--- src/hw/unused_placeholder_none.sv ---
`timescale 1ns/1ps
`default_nettype none
`default_nettype wire

--- src/shared/ladder_pkg.sv ---
`default_nettype none
package ladder_pkg;

  // ----------------------------------------------------------------
  // instruction codes
  // ----------------------------------------------------------------
  typedef enum logic [2:0] {
    OP_IDLE       = 3'h0,
    OP_OR_FALL    = 3'h1,
    OP_RISE_PULSE = 3'h2,
    OP_FALL_PULSE = 3'h3,
    OP_COMPARE    = 3'h4,
    OP_ZONE       = 3'h5,
    OP_COPY       = 3'h6,
    OP_END        = 3'h7
  } op_t;

  // ----------------------------------------------------------------
  // sizes, lengths and result codes
  // ----------------------------------------------------------------
  localparam int          SLOT_W     = 6;
  localparam int          SLOTS      = 64;
  localparam int          PC_W       = 16;
  localparam int          DEV_W      = 8;
  localparam int          SIGN_NARROW = 15;
  localparam int          SIGN_WIDE  = 31;
  localparam logic [15:0] PC_START   = 16'h0000;
  localparam logic [3:0]  STEP_BASIC = 4'h1;
  localparam logic [3:0]  STEP_CMP   = 4'h7;
  localparam logic [3:0]  STEP_ZONE  = 4'h9;
  localparam logic [3:0]  STEP_COPY  = 4'h5;
  localparam logic [1:0]  CNT_ONE    = 2'h1;
  localparam logic [1:0]  CNT_TRIPLE = 2'h3;
  localparam logic [2:0]  RES_FIRST  = 3'h1;
  localparam logic [2:0]  RES_SECOND = 3'h2;
  localparam logic [2:0]  RES_THIRD  = 3'h4;

  // sign-extend the narrow form so one comparator serves both widths
  function automatic logic signed [31:0] widen(input logic [31:0] v,
                                               input logic        wide);
    widen = wide ? v : {{16{v[SIGN_NARROW]}}, v[15:0]};
  endfunction

  function automatic logic [3:0] step_len(input op_t op);
    case (op)
      OP_COMPARE: step_len = STEP_CMP;
      OP_ZONE:    step_len = STEP_ZONE;
      OP_COPY:    step_len = STEP_COPY;
      default:    step_len = STEP_BASIC;
    endcase
  endfunction

endpackage
`default_nettype wire

--- src/shared/cmp_if.sv ---
`timescale 1ns/1ps
`default_nettype none
interface cmp_if;
  logic        wide;
  logic [31:0] val_a;
  logic [31:0] val_b;
  logic [31:0] val_c;
  logic [2:0]  cmp_res;
  logic [2:0]  zone_res;
  modport unit (input wide, val_a, val_b, val_c, output cmp_res, zone_res);
  modport user (output wide, val_a, val_b, val_c, input cmp_res, zone_res);
endinterface
`default_nettype wire

--- src/hw/ladder_edge_compare_exec.sv ---
// Contract
// - falling-edge parallel contact ORs in a term true only on on-to-off scan.
// - rising pulse output sets its bit for one scan on off-to-on drive.
// - falling pulse output sets its bit for one scan on on-to-off drive.
// - scan runs from address 0 to end instruction, then restarts at 0.
// - compare result covers three consecutive bit devices from the given one.
// - compare operands are two's complement; bit 15 or bit 31 is sign.
// - driven compare turns exactly one of three result bits on.
// - undriven compare is not evaluated; result bits keep their state.
// - result bits persist until explicitly cleared; disabling never clears.
// - zone result is three consecutive bits, exactly one on when driven.
// - zone bits mean below, inside inclusive, above.
// - lower bound above upper bound makes lower bound both bounds.
// - undriven zone compare is not evaluated; result bits keep their state.
// - driven copy moves source to destination; undriven leaves it alone.
`timescale 1ns/1ps
`default_nettype none
module ladder_edge_compare_exec (
  input  wire  logic                   clock,
  input  wire  logic                   resetn,
  input  wire  logic                   exec_valid,
  input  wire  ladder_pkg::op_t        exec_op,
  input  wire  logic                   exec_pulse,
  input  wire  logic                   exec_wide,
  input  wire  logic                   drive_in,
  input  wire  logic                   contact_in,
  input  wire  logic [5:0]             edge_slot,
  input  wire  logic [7:0]             dest_dev,
  input  wire  logic [31:0]            val_a,
  input  wire  logic [31:0]            val_b,
  input  wire  logic [31:0]            val_c,
  output logic                         logic_result,
  output logic                         bit_wr,
  output logic [7:0]                   bit_addr,
  output logic [1:0]                   bit_count,
  output logic [2:0]                   bit_val,
  output logic                         word_wr,
  output logic [7:0]                   word_addr,
  output logic [31:0]                  word_data,
  output logic [15:0]                  prog_addr,
  output logic                         scan_wrap
);

  // ----------------------------------------------------------------
  // decode
  // ----------------------------------------------------------------
  logic                  hist;
  logic                  rise;
  logic                  fall;
  logic                  contact_fall;
  logic                  fire;
  logic                  is_app;

  logic [ladder_pkg::SLOTS-1:0] hist_q;
  logic                  logic_q;
  logic                  bit_wr_q;
  logic [7:0]            bit_addr_q;
  logic [1:0]            bit_count_q;
  logic [2:0]            bit_val_q;
  logic                  word_wr_q;
  logic [7:0]            word_addr_q;
  logic [31:0]           word_data_q;
  logic [15:0]           pc_q;
  logic [15:0]           pc_d;
  logic                  wrap_q;

  cmp_if cif ();

  assign cif.wide  = exec_wide;
  assign cif.val_a = val_a;
  assign cif.val_b = val_b;
  assign cif.val_c = val_c;

  compare_unit u_cmp (
    .cif (cif.unit)
  );

  always_comb begin
    hist = hist_q[edge_slot];
    rise = drive_in & ~hist;
    fall = hist & ~drive_in;
    contact_fall = hist & ~contact_in;
    is_app = (exec_op == ladder_pkg::OP_COMPARE) ||
             (exec_op == ladder_pkg::OP_ZONE) ||
             (exec_op == ladder_pkg::OP_COPY);
    // pulse forms act once per rising drive, plain forms on every driven scan
    fire = exec_valid & is_app & drive_in & (~exec_pulse | rise);
  end

  // ----------------------------------------------------------------
  // edge history, one bit per edge instruction
  // ----------------------------------------------------------------
  always_ff @(posedge clock or negedge resetn) begin
    if (!resetn) begin
      hist_q <= '0;
    end else if (exec_valid) begin
      if (exec_op == ladder_pkg::OP_OR_FALL) begin
        hist_q[edge_slot] <= contact_in;
      end else if ((exec_op == ladder_pkg::OP_RISE_PULSE) ||
                   (exec_op == ladder_pkg::OP_FALL_PULSE) ||
                   (is_app && exec_pulse)) begin
        hist_q[edge_slot] <= drive_in;
      end
    end
  end

  // ----------------------------------------------------------------
  // logic result
  // ----------------------------------------------------------------
  always_ff @(posedge clock or negedge resetn) begin
    if (!resetn) begin
      logic_q <= 1'b0;
    end else if (exec_valid) begin
      if (exec_op == ladder_pkg::OP_OR_FALL) begin
        logic_q <= drive_in | contact_fall;
      end else begin
        logic_q <= drive_in;
      end
    end
  end

  // ----------------------------------------------------------------
  // bit device writes
  // ----------------------------------------------------------------
  // the pulse bit is rewritten every scan, so it is on for exactly one scan
  always_ff @(posedge clock or negedge resetn) begin
    if (!resetn) begin
      bit_wr_q    <= 1'b0;
      bit_addr_q  <= 8'h00;
      bit_count_q <= 2'h0;
      bit_val_q   <= 3'h0;
    end else begin
      bit_wr_q <= 1'b0;
      if (exec_valid) begin
        unique case (exec_op)
          ladder_pkg::OP_RISE_PULSE: begin
            bit_wr_q    <= 1'b1;
            bit_addr_q  <= dest_dev;
            bit_count_q <= ladder_pkg::CNT_ONE;
            bit_val_q   <= {2'h0, rise};
          end
          ladder_pkg::OP_FALL_PULSE: begin
            bit_wr_q    <= 1'b1;
            bit_addr_q  <= dest_dev;
            bit_count_q <= ladder_pkg::CNT_ONE;
            bit_val_q   <= {2'h0, fall};
          end
          ladder_pkg::OP_COMPARE: begin
            // no write when idle, so results stay until cleared elsewhere
            bit_wr_q <= fire;
            if (fire) begin
              bit_addr_q  <= dest_dev;
              bit_count_q <= ladder_pkg::CNT_TRIPLE;
              bit_val_q   <= cif.cmp_res;
            end
          end
          ladder_pkg::OP_ZONE: begin
            bit_wr_q <= fire;
            if (fire) begin
              bit_addr_q  <= dest_dev;
              bit_count_q <= ladder_pkg::CNT_TRIPLE;
              bit_val_q   <= cif.zone_res;
            end
          end
          ladder_pkg::OP_IDLE, ladder_pkg::OP_OR_FALL,
          ladder_pkg::OP_COPY, ladder_pkg::OP_END: begin
            bit_count_q <= bit_count_q;
          end
        endcase
      end
    end
  end

  // ----------------------------------------------------------------
  // word copy
  // ----------------------------------------------------------------
  always_ff @(posedge clock or negedge resetn) begin
    if (!resetn) begin
      word_wr_q   <= 1'b0;
      word_addr_q <= 8'h00;
      word_data_q <= 32'h0000_0000;
    end else begin
      word_wr_q <= fire && (exec_op == ladder_pkg::OP_COPY);
      if (fire && (exec_op == ladder_pkg::OP_COPY)) begin
        word_addr_q <= dest_dev;
        word_data_q <= val_a;
      end
    end
  end

  // ----------------------------------------------------------------
  // program position and scan wrap
  // ----------------------------------------------------------------
  always_comb begin
    pc_d = pc_q + {12'h000, ladder_pkg::step_len(exec_op)};
    if (exec_op == ladder_pkg::OP_END) begin
      pc_d = ladder_pkg::PC_START;
    end
  end

  always_ff @(posedge clock or negedge resetn) begin
    if (!resetn) begin
      pc_q   <= ladder_pkg::PC_START;
      wrap_q <= 1'b0;
    end else begin
      wrap_q <= exec_valid && (exec_op == ladder_pkg::OP_END);
      if (exec_valid) begin
        pc_q <= pc_d;
      end
    end
  end

  assign logic_result = logic_q;
  assign bit_wr       = bit_wr_q;
  assign bit_addr     = bit_addr_q;
  assign bit_count    = bit_count_q;
  assign bit_val      = bit_val_q;
  assign word_wr      = word_wr_q;
  assign word_addr    = word_addr_q;
  assign word_data    = word_data_q;
  assign prog_addr    = pc_q;
  assign scan_wrap    = wrap_q;

  // ----------------------------------------------------------------
  // checks
  // ----------------------------------------------------------------
  logic a_neg;
  logic b_neg;
  logic bounds_swapped;

  always_comb begin
    a_neg = exec_wide ? val_a[ladder_pkg::SIGN_WIDE] : val_a[ladder_pkg::SIGN_NARROW];
    b_neg = exec_wide ? val_b[ladder_pkg::SIGN_WIDE] : val_b[ladder_pkg::SIGN_NARROW];
    bounds_swapped = ladder_pkg::widen(val_a, exec_wide) >
                     ladder_pkg::widen(val_b, exec_wide);
  end
endmodule // ladder_edge_compare_exec
`default_nettype wire

--- src/hw/compare_unit.sv ---
`timescale 1ns/1ps
`default_nettype none
module compare_unit (
  cmp_if.unit cif
);

  // ----------------------------------------------------------------
  // signed comparators
  // ----------------------------------------------------------------
  logic signed [31:0] sa;
  logic signed [31:0] sb;
  logic signed [31:0] sc;
  logic signed [31:0] upper;

  always_comb begin
    sa = ladder_pkg::widen(cif.val_a, cif.wide);
    sb = ladder_pkg::widen(cif.val_b, cif.wide);
    sc = ladder_pkg::widen(cif.val_c, cif.wide);
    // a bad bound pair collapses the zone to one point, never inverts it
    upper = (sa > sb) ? sa : sb;
    if (sa > sb) begin
      cif.cmp_res = ladder_pkg::RES_FIRST;
    end else if (sa == sb) begin
      cif.cmp_res = ladder_pkg::RES_SECOND;
    end else begin
      cif.cmp_res = ladder_pkg::RES_THIRD;
    end
    if (sc < sa) begin
      cif.zone_res = ladder_pkg::RES_FIRST;
    end else if (sc > upper) begin
      cif.zone_res = ladder_pkg::RES_THIRD;
    end else begin
      cif.zone_res = ladder_pkg::RES_SECOND;
    end
  end

endmodule // compare_unit
`default_nettype wire

--- config.mk ---
export PLATFORM = sky130hd
export DESIGN_NAME = ladder_edge_compare_exec
export DESIGN_NICKNAME = d
export VERILOG_FILES = /design/src/hw/unused_placeholder_none.sv /design/src/shared/ladder_pkg.sv /design/src/shared/cmp_if.sv /design/src/hw/ladder_edge_compare_exec.sv /design/src/hw/compare_unit.sv
export SDC_FILE = /design/constraint.sdc
export NUM_CORES = 1
export LEC_CHECK = 0
export BUFFER_PORTS_ARGS = -buffer_cell sky130_fd_sc_hd__buf_2
export CORE_MARGIN = 5
export CORE_UTILIZATION = 36
export CTS_BUF_LIST = sky130_fd_sc_hd__clkbuf_4
export DETAILED_ROUTE_END_ITERATION = 10
export SETUP_SLACK_MARGIN = 0.4
export SYNTH_ARGS = -nofsm -noshare
export SYNTH_HDL_FRONTEND = slang
export SYNTH_SLANG_ARGS = --single-unit
--- constraint.sdc ---
create_clock -name clock -period 3.8 [get_ports clock]
set_input_delay 0.38 -clock clock [delete_from_list [all_inputs] [get_ports clock]]
set_output_delay 0.38 -clock clock [all_outputs]
set_load 0.03 [all_outputs]
==> results of run 1 <==
-- routing by layer --
metal  vias to the layer above  track usage  share of wire
met5                         -            0         0.0020
met4                        12       0.0420         0.0096
met3                        33       0.0485          0.056
met2                       224        0.302           0.48
met1                      4113        0.259           0.46
li1                       4227            -              -
-- sequential cells by signal, summed over array words and instances, names as in the netlist, 2 cells and up --
signal / count
bit_addr: 8
bit_count: 2
bit_val: 3
hist_q: 64
prog_addr: 16
word_addr: 8
word_data: 32
-- final timing paths --
kind	startpoint	to	slack, ns	cells after the start
max	val_a[15]	bit_val[1]	-0.34	27
min	dest_dev[5]	word_addr[5]	0.05	2
max reg2reg	hist_q[27]	word_addr[0]	0.85	9
min reg2reg	word_data[9]	word_data[9]	0.49	2
max in group asynchronous	resetn	word_addr[0]	2.56	3
min in group asynchronous	resetn	word_data[7]	0.47	2
-- timing repair --
item	4_1_cts	5_1_grt
endpoints found under the hold margin	99	0
pin swaps	5	17
gates cloned	1	5
resized for setup	10	51
buffers inserted	2	4
setup endpoints to repair	2	2
hold buffers	2	0
-- power by group --
part / leakage [uW] / switching [uW] / internal [uW]
clock network: 0.000165 / 682 / 420
registers: 0.00176 / 151 / 1720
logic: 0.00412 / 1250 / 949
total: 0.00605 / 2080 / 3090
-- final cells by class --
type | instances | area share
Antenna cell | 2 | 0.000417
Clock buffer | 17 | 0.0106
Clock inverter | 15 | 0.0150
Inverter | 65 | 0.0206
Multi-Input combinational cell | 757 | 0.464
Sequential cell | 137 | 0.285
Tap cell | 330 | 0.0344
Timing Repair Buffer | 301 | 0.170
-- worst max-delay path, stage by stage --
cell        delay (ns)
buf_4             0.10
clkinvlp_4        0.16
nor2_4            0.20
buf_12            0.15
a21oi_4           0.04
inv_2             0.08
ha_4              0.21
a21oi_2           0.14
o21ai_2           0.09
a221oi_4          0.32
o31ai_2           0.12
a21oi_2           0.16
xor2_2            0.22
nand2_4           0.18
buf_12            0.19
buf_12            0.13
nor2_1            0.08
a21oi_1           0.05
ha_1              0.30
nand4_1           0.19
nor2_1            0.14
o31a_1            0.17
o21ai_1           0.08
a222oi_1          0.22
buf_4             0.18
o22ai_1           0.06
mux2_4            0.25
-- cell families (layout without fill, tap and decap cells) --
group / count (synthesis) / after routing / synth area share
compound gates: 339 / 339 / 0.218
simple gates: 251 / 252 / 0.131
flops: 137 / 137 / 0.374
buf+inv: 127 / 398 / 0.0572
fa+ha+maj: 99 / 99 / 0.136
mux: 54 / 54 / 0.0723
xor+xnor: 13 / 13 / 0.0124
other cells: 0 / 2 / 0
-- synth_stat cells (2+ instances only) --
cell	number
a211oi_1	4
a21o_1	22
a21oi_1	151
a221oi_1	6
a31oi_1	67
and2_1	2
and3_1	3
and3b_1	2
and4_1	3
buf_1	2
buf_2	5
buf_4	5
buf_6	3
clkbuf_1	47
dfrtp_1	137
ha_1	98
inv_1	65
mux2_2	29
mux2_4	7
mux2i_1	13
mux4_2	4
nand2_1	105
nand2b_1	9
nand3_1	17
nand3b_1	3
nand4_1	18
nor2_1	54
nor2b_1	11
nor3_1	6
nor3b_1	2
nor4_1	4
o211a_1	2
o21a_1	7
o21ai_0	51
o21bai_1	2
o22ai_1	6
o2bb2ai_1	2
o31ai_1	2
or2_2	2
or3_1	3
or4_1	2
xnor2_1	3
xor2_1	10
-- stage by stage --
stage	total power (uW)	utilization	setup slack [ns]	cell area [um^2]
after detailed placement	3880	0.446	-1.12	11200
after CTS	5030	0.462	-0.193	11600
after floorplan	3200	-	-0.346	9350
after global placement	3840	0.446	-1.05	11200
final	5170	0.479	-0.338	12000
after global routing	5510	0.479	-0.483	12000
==> key figures, run 1 <==
Outcome
  – Status: complete, but fails checks
  – Violated checks: setup timing

Clocking
  – CTS tree: built
  – Root buffer cell: clkbuf_4
  – Clock tree buffer depth: 2
  – TritonCTS Buffers: 17
  – Latest clock arrival within the worst-skew pair: 0.57 ns
  – Clock slew at reported path FFs: 0.16 ns
  – H-Tree Depth: 4
  – Clock sinks: 137

Detailed routing
  – TritonRoute pass-1 iters: 5
  – Wirelength per Cell: 17.5 um
  – Vias per Instance: 5.30
  – Via count: 8609
  – Final wirelength: 28500 um
  – DRC errors left: 0
  – Starting DRT DRC Count: 677
  – Antenna Violating Nets Remaining: 0

Synthesis
  – Syn_area_per_cell: 8.99 um^2
  – Synth top area cells: dfrtp_1 (37%), ha_1 (13%), a21oi_1 (8.2%)
  – Cell variety after synth: 67
  – Post-synth EDFFs: 0
  – Synthesized net count: 1239
  – Register bit total from synthesis: 137
  – FFs w/ async S/R, synth: 1.00
  – Post-synth top area share: 0.374
  – Gate Count Post-Synth: 1020
  – Biggest area consumer among synthesized cells: dfrtp_1
  – Register area share after synthesis: 0.374
  – Synth Cell Area: 9170 um^2
  – Warnings from Yosys: 0
  – Synth Flop Type: dfrtp_1

Die
  – Die W: 170 um
  – Core Region: 25100 um^2
  – Die Area: 28800 um^2
  – Num rows: 58
  – Initial core utilization: 0.365
  – Ports: 193
  – DIE HEIGHT: 170 um

Global routing
  – Vias in the first global route: 8480
  – All-layer global routing usage: 0.189
  – Pin count of the biggest net entering global routing: 100
  – First-pass GRT wire length: 44200 um
  – Total grt overflow: 0
  – Antenna violations before repair: 8

Timing
  – Final setup vio count: 2
  – Final setup skew: 0.0285 ns
  – Setup slack after layout: -0.338 ns
  – Setup TNS: -0.634 ns
  – Period utilization: 1.09
  – RSZ-0062 raised after global routing: yes
  – Slew headroom: 0.340
  – Worst-case hold slack: 0.0515 ns
  – Hold Fails Final Rpt: 0
  – Worst-Margin Slew: 0.987 ns
  – Min Tclk post-route: 4.14 ns
  – Max Clk Rate: 0.242 GHz
  – Fin. max-slew vios: 0

Placed design
  – RePlAce Congestion: 0.882
  – Placed insts: 1576
  – DP HPWL: 20600 um
  – PortBufs: 192

Hold path
  – Worst hold path class: primary input to flop

Finish
  – Commonest cells after routing, fill and taps aside: buf_2 (189), dfrtp_1 (137), a21oi_1 (122)
  – FILL cells: 2463
  – Layout Cells excl Fill: 1624
  – Fin nets: 1498
  – Area occupied by multi-input gates: 5580 um^2
  – Commonest non-fill, non-tap cell in the layout: buf_2
  – Syn-to-layout area delta: 31.0%
  – Share of cells above drive strength 1: 0.344
  – FF/Latch Area: 3430 um^2

Power
  – Leak: 0.00605 uW
  – Peak supply drop: 231 uV
  – P per Cell Area: 431 nW/um^2

Worst setup path
  – Crit Path Category: primary input to flop
  – Critical Path End Type: flop
  – Worst Setup Start Kind: primary input
  – Crit path max fanout: 8
  – Arrival @ worst endpoint: 4.61 ns
  – CP required: 4.27 ns

Flow run
  – Max-cap violations: 0
Power figures use the tool's default switching activity.
==> run 2, diff against run 1 <==
Settings changed: SYNTH_HIERARCHICAL from default to 1.
==> key figures, run 2 <==
Outcome
  – Status: complete, but fails checks
  – Violated checks: setup timing

Synthesis
  – Post-synth EDFFs: 0 (unchanged)
  – Count leader, synth: dfrtp_1
  – Post-synthesis simple-gate area fraction: 0.149 (+0.0183)
  – Post-synth top area share: 0.326 (-0.0483)
  – FFs w/ async S/R, synth: 1.00 (unchanged)
  – Synth top cells by count: dfrtp_1 (137), a21oi_1 (136), nand2_1 (111)
  – Syn_area_per_cell: 9.15 um^2 (+1.8%)
  – Area fraction in compound gates after synthesis: 0.230 (+0.0122)
  – XOR/XNOR share of the synthesized area: 0.0116 (-0.000772)
  – Gate Count Post-Synth: 1151 (+13%)
  – Multiplexer area fraction after synthesis: 0.0968 (+0.0245)
  – Synthesized net count: 1370 (+11%)
  – Synth Area in Adders: 0.118 (-0.0175)
  – Register bit total from synthesis: 137 (unchanged)
  – Biggest area consumer among synthesized cells: dfrtp_1
  – Cell variety after synth: 83 (+24%)
  – Synth Flop Type: dfrtp_1
  – Register area share after synthesis: 0.326 (-0.0483)
  – Synth top area cells: dfrtp_1 (33%), ha_1 (12%), a21oi_1 (6.5%)
  – Warnings from Yosys: 6 (+6)
  – Synth Cell Area: 10500 um^2 (+15%)
  – Largest family of logic cells by synthesized area: compound AO/OA/AOI/OAI gates

Timing
  – Hold Fails Final Rpt: 0 (unchanged)
  – Period utilization: 1.24 (+0.147)
  – Max Clk Rate: 0.213 GHz (-12%)
  – Setup slack after layout: -0.898 ns (-0.560 ns)
  – Slew headroom: 0.326 (-0.0134)
  – Min Tclk post-route: 4.70 ns (+0.560 ns)
  – RSZ-0062 raised after global routing: yes
  – Worst-Margin Slew: 1.01 ns (+0.0200 ns)
  – Final setup vio count: 2 (unchanged)
  – Fin. max-slew vios: 0 (unchanged)
  – Final setup skew: 0.0446 ns (+0.0160 ns)

Worst setup path
  – CP startpoint: exec_wide
  – Register-to-Register Path Depth: 9 (unchanged)
  – Arrival @ worst endpoint: 5.12 ns (+0.51 ns)
  – Worst R2R Setup Slack: 0.87 ns (+0.02 ns)
  – Critical Path End Type: flop
  – RR Startpoint: hist_q[13]
  – Crit Path Category: primary input to flop
  – R2r endpoint: word_data[2]
  – CP required: 4.22 ns (-0.05 ns)
  – Crit path max fanout: 7 (-1)
  – Worst Setup Start Kind: primary input

Hold path
  – Hold Crit Start: dest_dev[6]
  – Worst hold path class: primary input to flop
  – Min-Delay Endpoint: bit_addr[6]
  – Hold Path Stages: 2 (unchanged)

Detailed routing
  – Final wirelength: 34700 um (+22%)
  – Antenna Violating Nets Remaining: 0 (unchanged)
  – Vias per Instance: 5.50 (+3.7%)
  – Starting DRT DRC Count: 920 (+36%)
  – DRC errors left: 0 (unchanged)
  – TritonRoute pass-1 iters: 5 (unchanged)
  – Via count: 10.2k (+19%)
  – Wirelength per Cell: 18.7 um (+6.7%)

Clocking
  – Clock sinks: 137 (unchanged)
  – Root buffer cell: clkbuf_4
  – TritonCTS Buffers: 17 (unchanged)
  – CTS tree: built
  – Clock tree buffer depth: 2 (unchanged)
  – Latest clock arrival within the worst-skew pair: 0.56 ns (about the same)
  – H-Tree Depth: 4 (unchanged)
  – Clock slew at reported path FFs: 0.13 ns (-0.03 ns)

Power
  – P per Cell Area: 394 nW/um^2 (-8.5%)
  – Peak supply drop: 277 uV (+20%)
  – Leak: 0.00683 uW (+13%)

Die
  – Initial core utilization: 0.366 (+0.000667)
  – Num rows: 62 (+6.9%)
  – Die Area: 32800 um^2 (+14%)
  – Core Region: 28800 um^2 (+15%)
  – Die W: 181 um (+6.7%)
  – Ports: 193 (unchanged)
  – DIE HEIGHT: 181 um (+6.7%)

Finish
  – Commonest cells after routing, fill and taps aside: buf_2 (189), buf_4 (156), dfrtp_1 (137)
  – Commonest non-fill, non-tap cell in the layout: buf_2
  – Syn-to-layout area delta: 32.2%
  – Final instance area: 13900 um^2 (+16%)
  – Fin util: 0.484 (+0.00526)
  – FILL cells: 2752 (+12%)
  – Share of cells above drive strength 1: 0.376 (+0.0323)
  – Largest register FFs: 64 (unchanged)
  – Most flops, register: hist_q
  – Fin nets: 1679 (+12%)

Flow run
  – Max-cap violations: 0 (unchanged)

Global routing
  – Antenna violations before repair: 1 (-7)
  – First-pass GRT wire length: 54900 um (+24%)
  – Pin count of the biggest net entering global routing: 69 (-31%)
  – All-layer global routing usage: 0.206 (+0.0176)
  – Total grt overflow: 0 (unchanged)
  – Vias in the first global route: 10.1k (+19%)

Placed design
  – PortBufs: 192 (unchanged)
  – DP HPWL: 25400 um (+23%)
  – Placed Area: 13000 um^2 (+16%)
  – RePlAce Congestion: 0.891 (+1.1%)
==> run 2: cell types whose count changed after synthesis, sizes merged, moves of 7 or more <==
cell | previous run | this run
mux2 | 37 | 56
o211ai | 1 | 8
nor4 | 5 | 15
inv | 65 | 72
nor3 | 7 | 43
a211oi | 5 | 18
o221ai | 0 | 15
o21ai | 52 | 27
a21oi | 151 | 138
o32ai | 1 | 11
a21o | 22 | 14
buf | 15 | 35
==> run 2: cell type report <==
class	count	area (um^2)	share of cell area
multi-input combinational	859	6790	0.487
sequential	137	3430	0.246
timing repair buffer	373	2660	0.191
tap	384	480	0.0345
inverter	72	273	0.0196
clock inverter	13	170	0.0122
clock buffer	17	128	0.00917
antenna	1	2.50	0.000180
==> run 2: worst max path at each step <==
stage          depth (start not counted)  slack, ns         end
2_1_floorplan                         24      -1.03  bit_val[1]
3_3_place_gp                          22      -1.62  bit_val[1]
3_5_place_dp                          22      -1.66  bit_val[1]
4_1_cts                               27      -0.88  bit_val[1]
5_1_grt                               26      -1.03  bit_val[1]
6_report                              27      -0.90  bit_val[1]
==> run 2: what timing repair did <==
| action | 4_1_cts | 5_1_grt |
|---|---|---|
| setup buffers | 18 | 0 |
| endpoints found under the hold margin | 66 | 1 |
| hold buffers | 1 | 1 |
| cloned | 5 | 0 |
| setup endpoints to repair | 2 | 2 |
| pin swaps | 22 | 7 |
| gates resized for setup | 48 | 19 |
==> run 2: cell families after synthesis <==
group           count (synthesis)
fa+ha+maj                      99
mux                            72
buf+inv                       155
xor+xnor                       14
simple gates                  316
compound gates                358
flops                         137
==> run 2: per-stage QoR <==
| step | total power [uW] | TNS [ns] | setup WS, ns | hold slack, ns | instances |
|---|---|---|---|---|---|
| CTS | 5510 | -1.71 | -0.879 | 0.00757 | 1854 |
| global route | 5860 | -2.04 | -1.03 | 0.000988 | 1856 |
| global placement | 4220 | -3.18 | -1.62 | 0.445 | 1800 |
| detailed placement | 4270 | -3.29 | -1.66 | 0.443 | 1800 |
| floorplan | 3460 | -2.03 | -1.03 | 0.0844 | 1151 |
| finish | 5490 | -1.76 | -0.898 | 0.0749 | 1856 |
==> run 2: critical path: stages <==
cell	delay (ns)
buf_12	0.13
nor2_4	0.20
buf_12	0.19
a21oi_2	0.05
inv_1	0.10
ha_1	0.25
nand4_1	0.10
buf_4	0.18
inv_1	0.06
a21oi_2	0.21
o211ai_4	0.13
buf_12	0.16
nor4_4	0.22
nor2_4	0.08
buf_12	0.14
buf_16	0.13
o221ai_2	0.12
ha_1	0.25
nand4_1	0.15
nor3_2	0.08
a21boi_2	0.15
or4b_4	0.54
a2111oi_4	0.32
mux2i_1	0.28
nor2_1	0.06
a22o_1	0.21
mux2_4	0.25
==> run 2: per-layer routing <==
layer  routed length, um  track usage
met1               15400        0.283
met2               16300        0.333
met3                2210       0.0390
met4                 861       0.0615
met5                   0            0
==> run 2: report_power, final <==
group | switching [uW] | leakage, uW | internal, uW | total, uW
sequential | 164 | 0.00176 | 1730 | 1890
clock | 649 | 0.000157 | 460 | 1110
combinational | 1380 | 0.00492 | 1110 | 2490
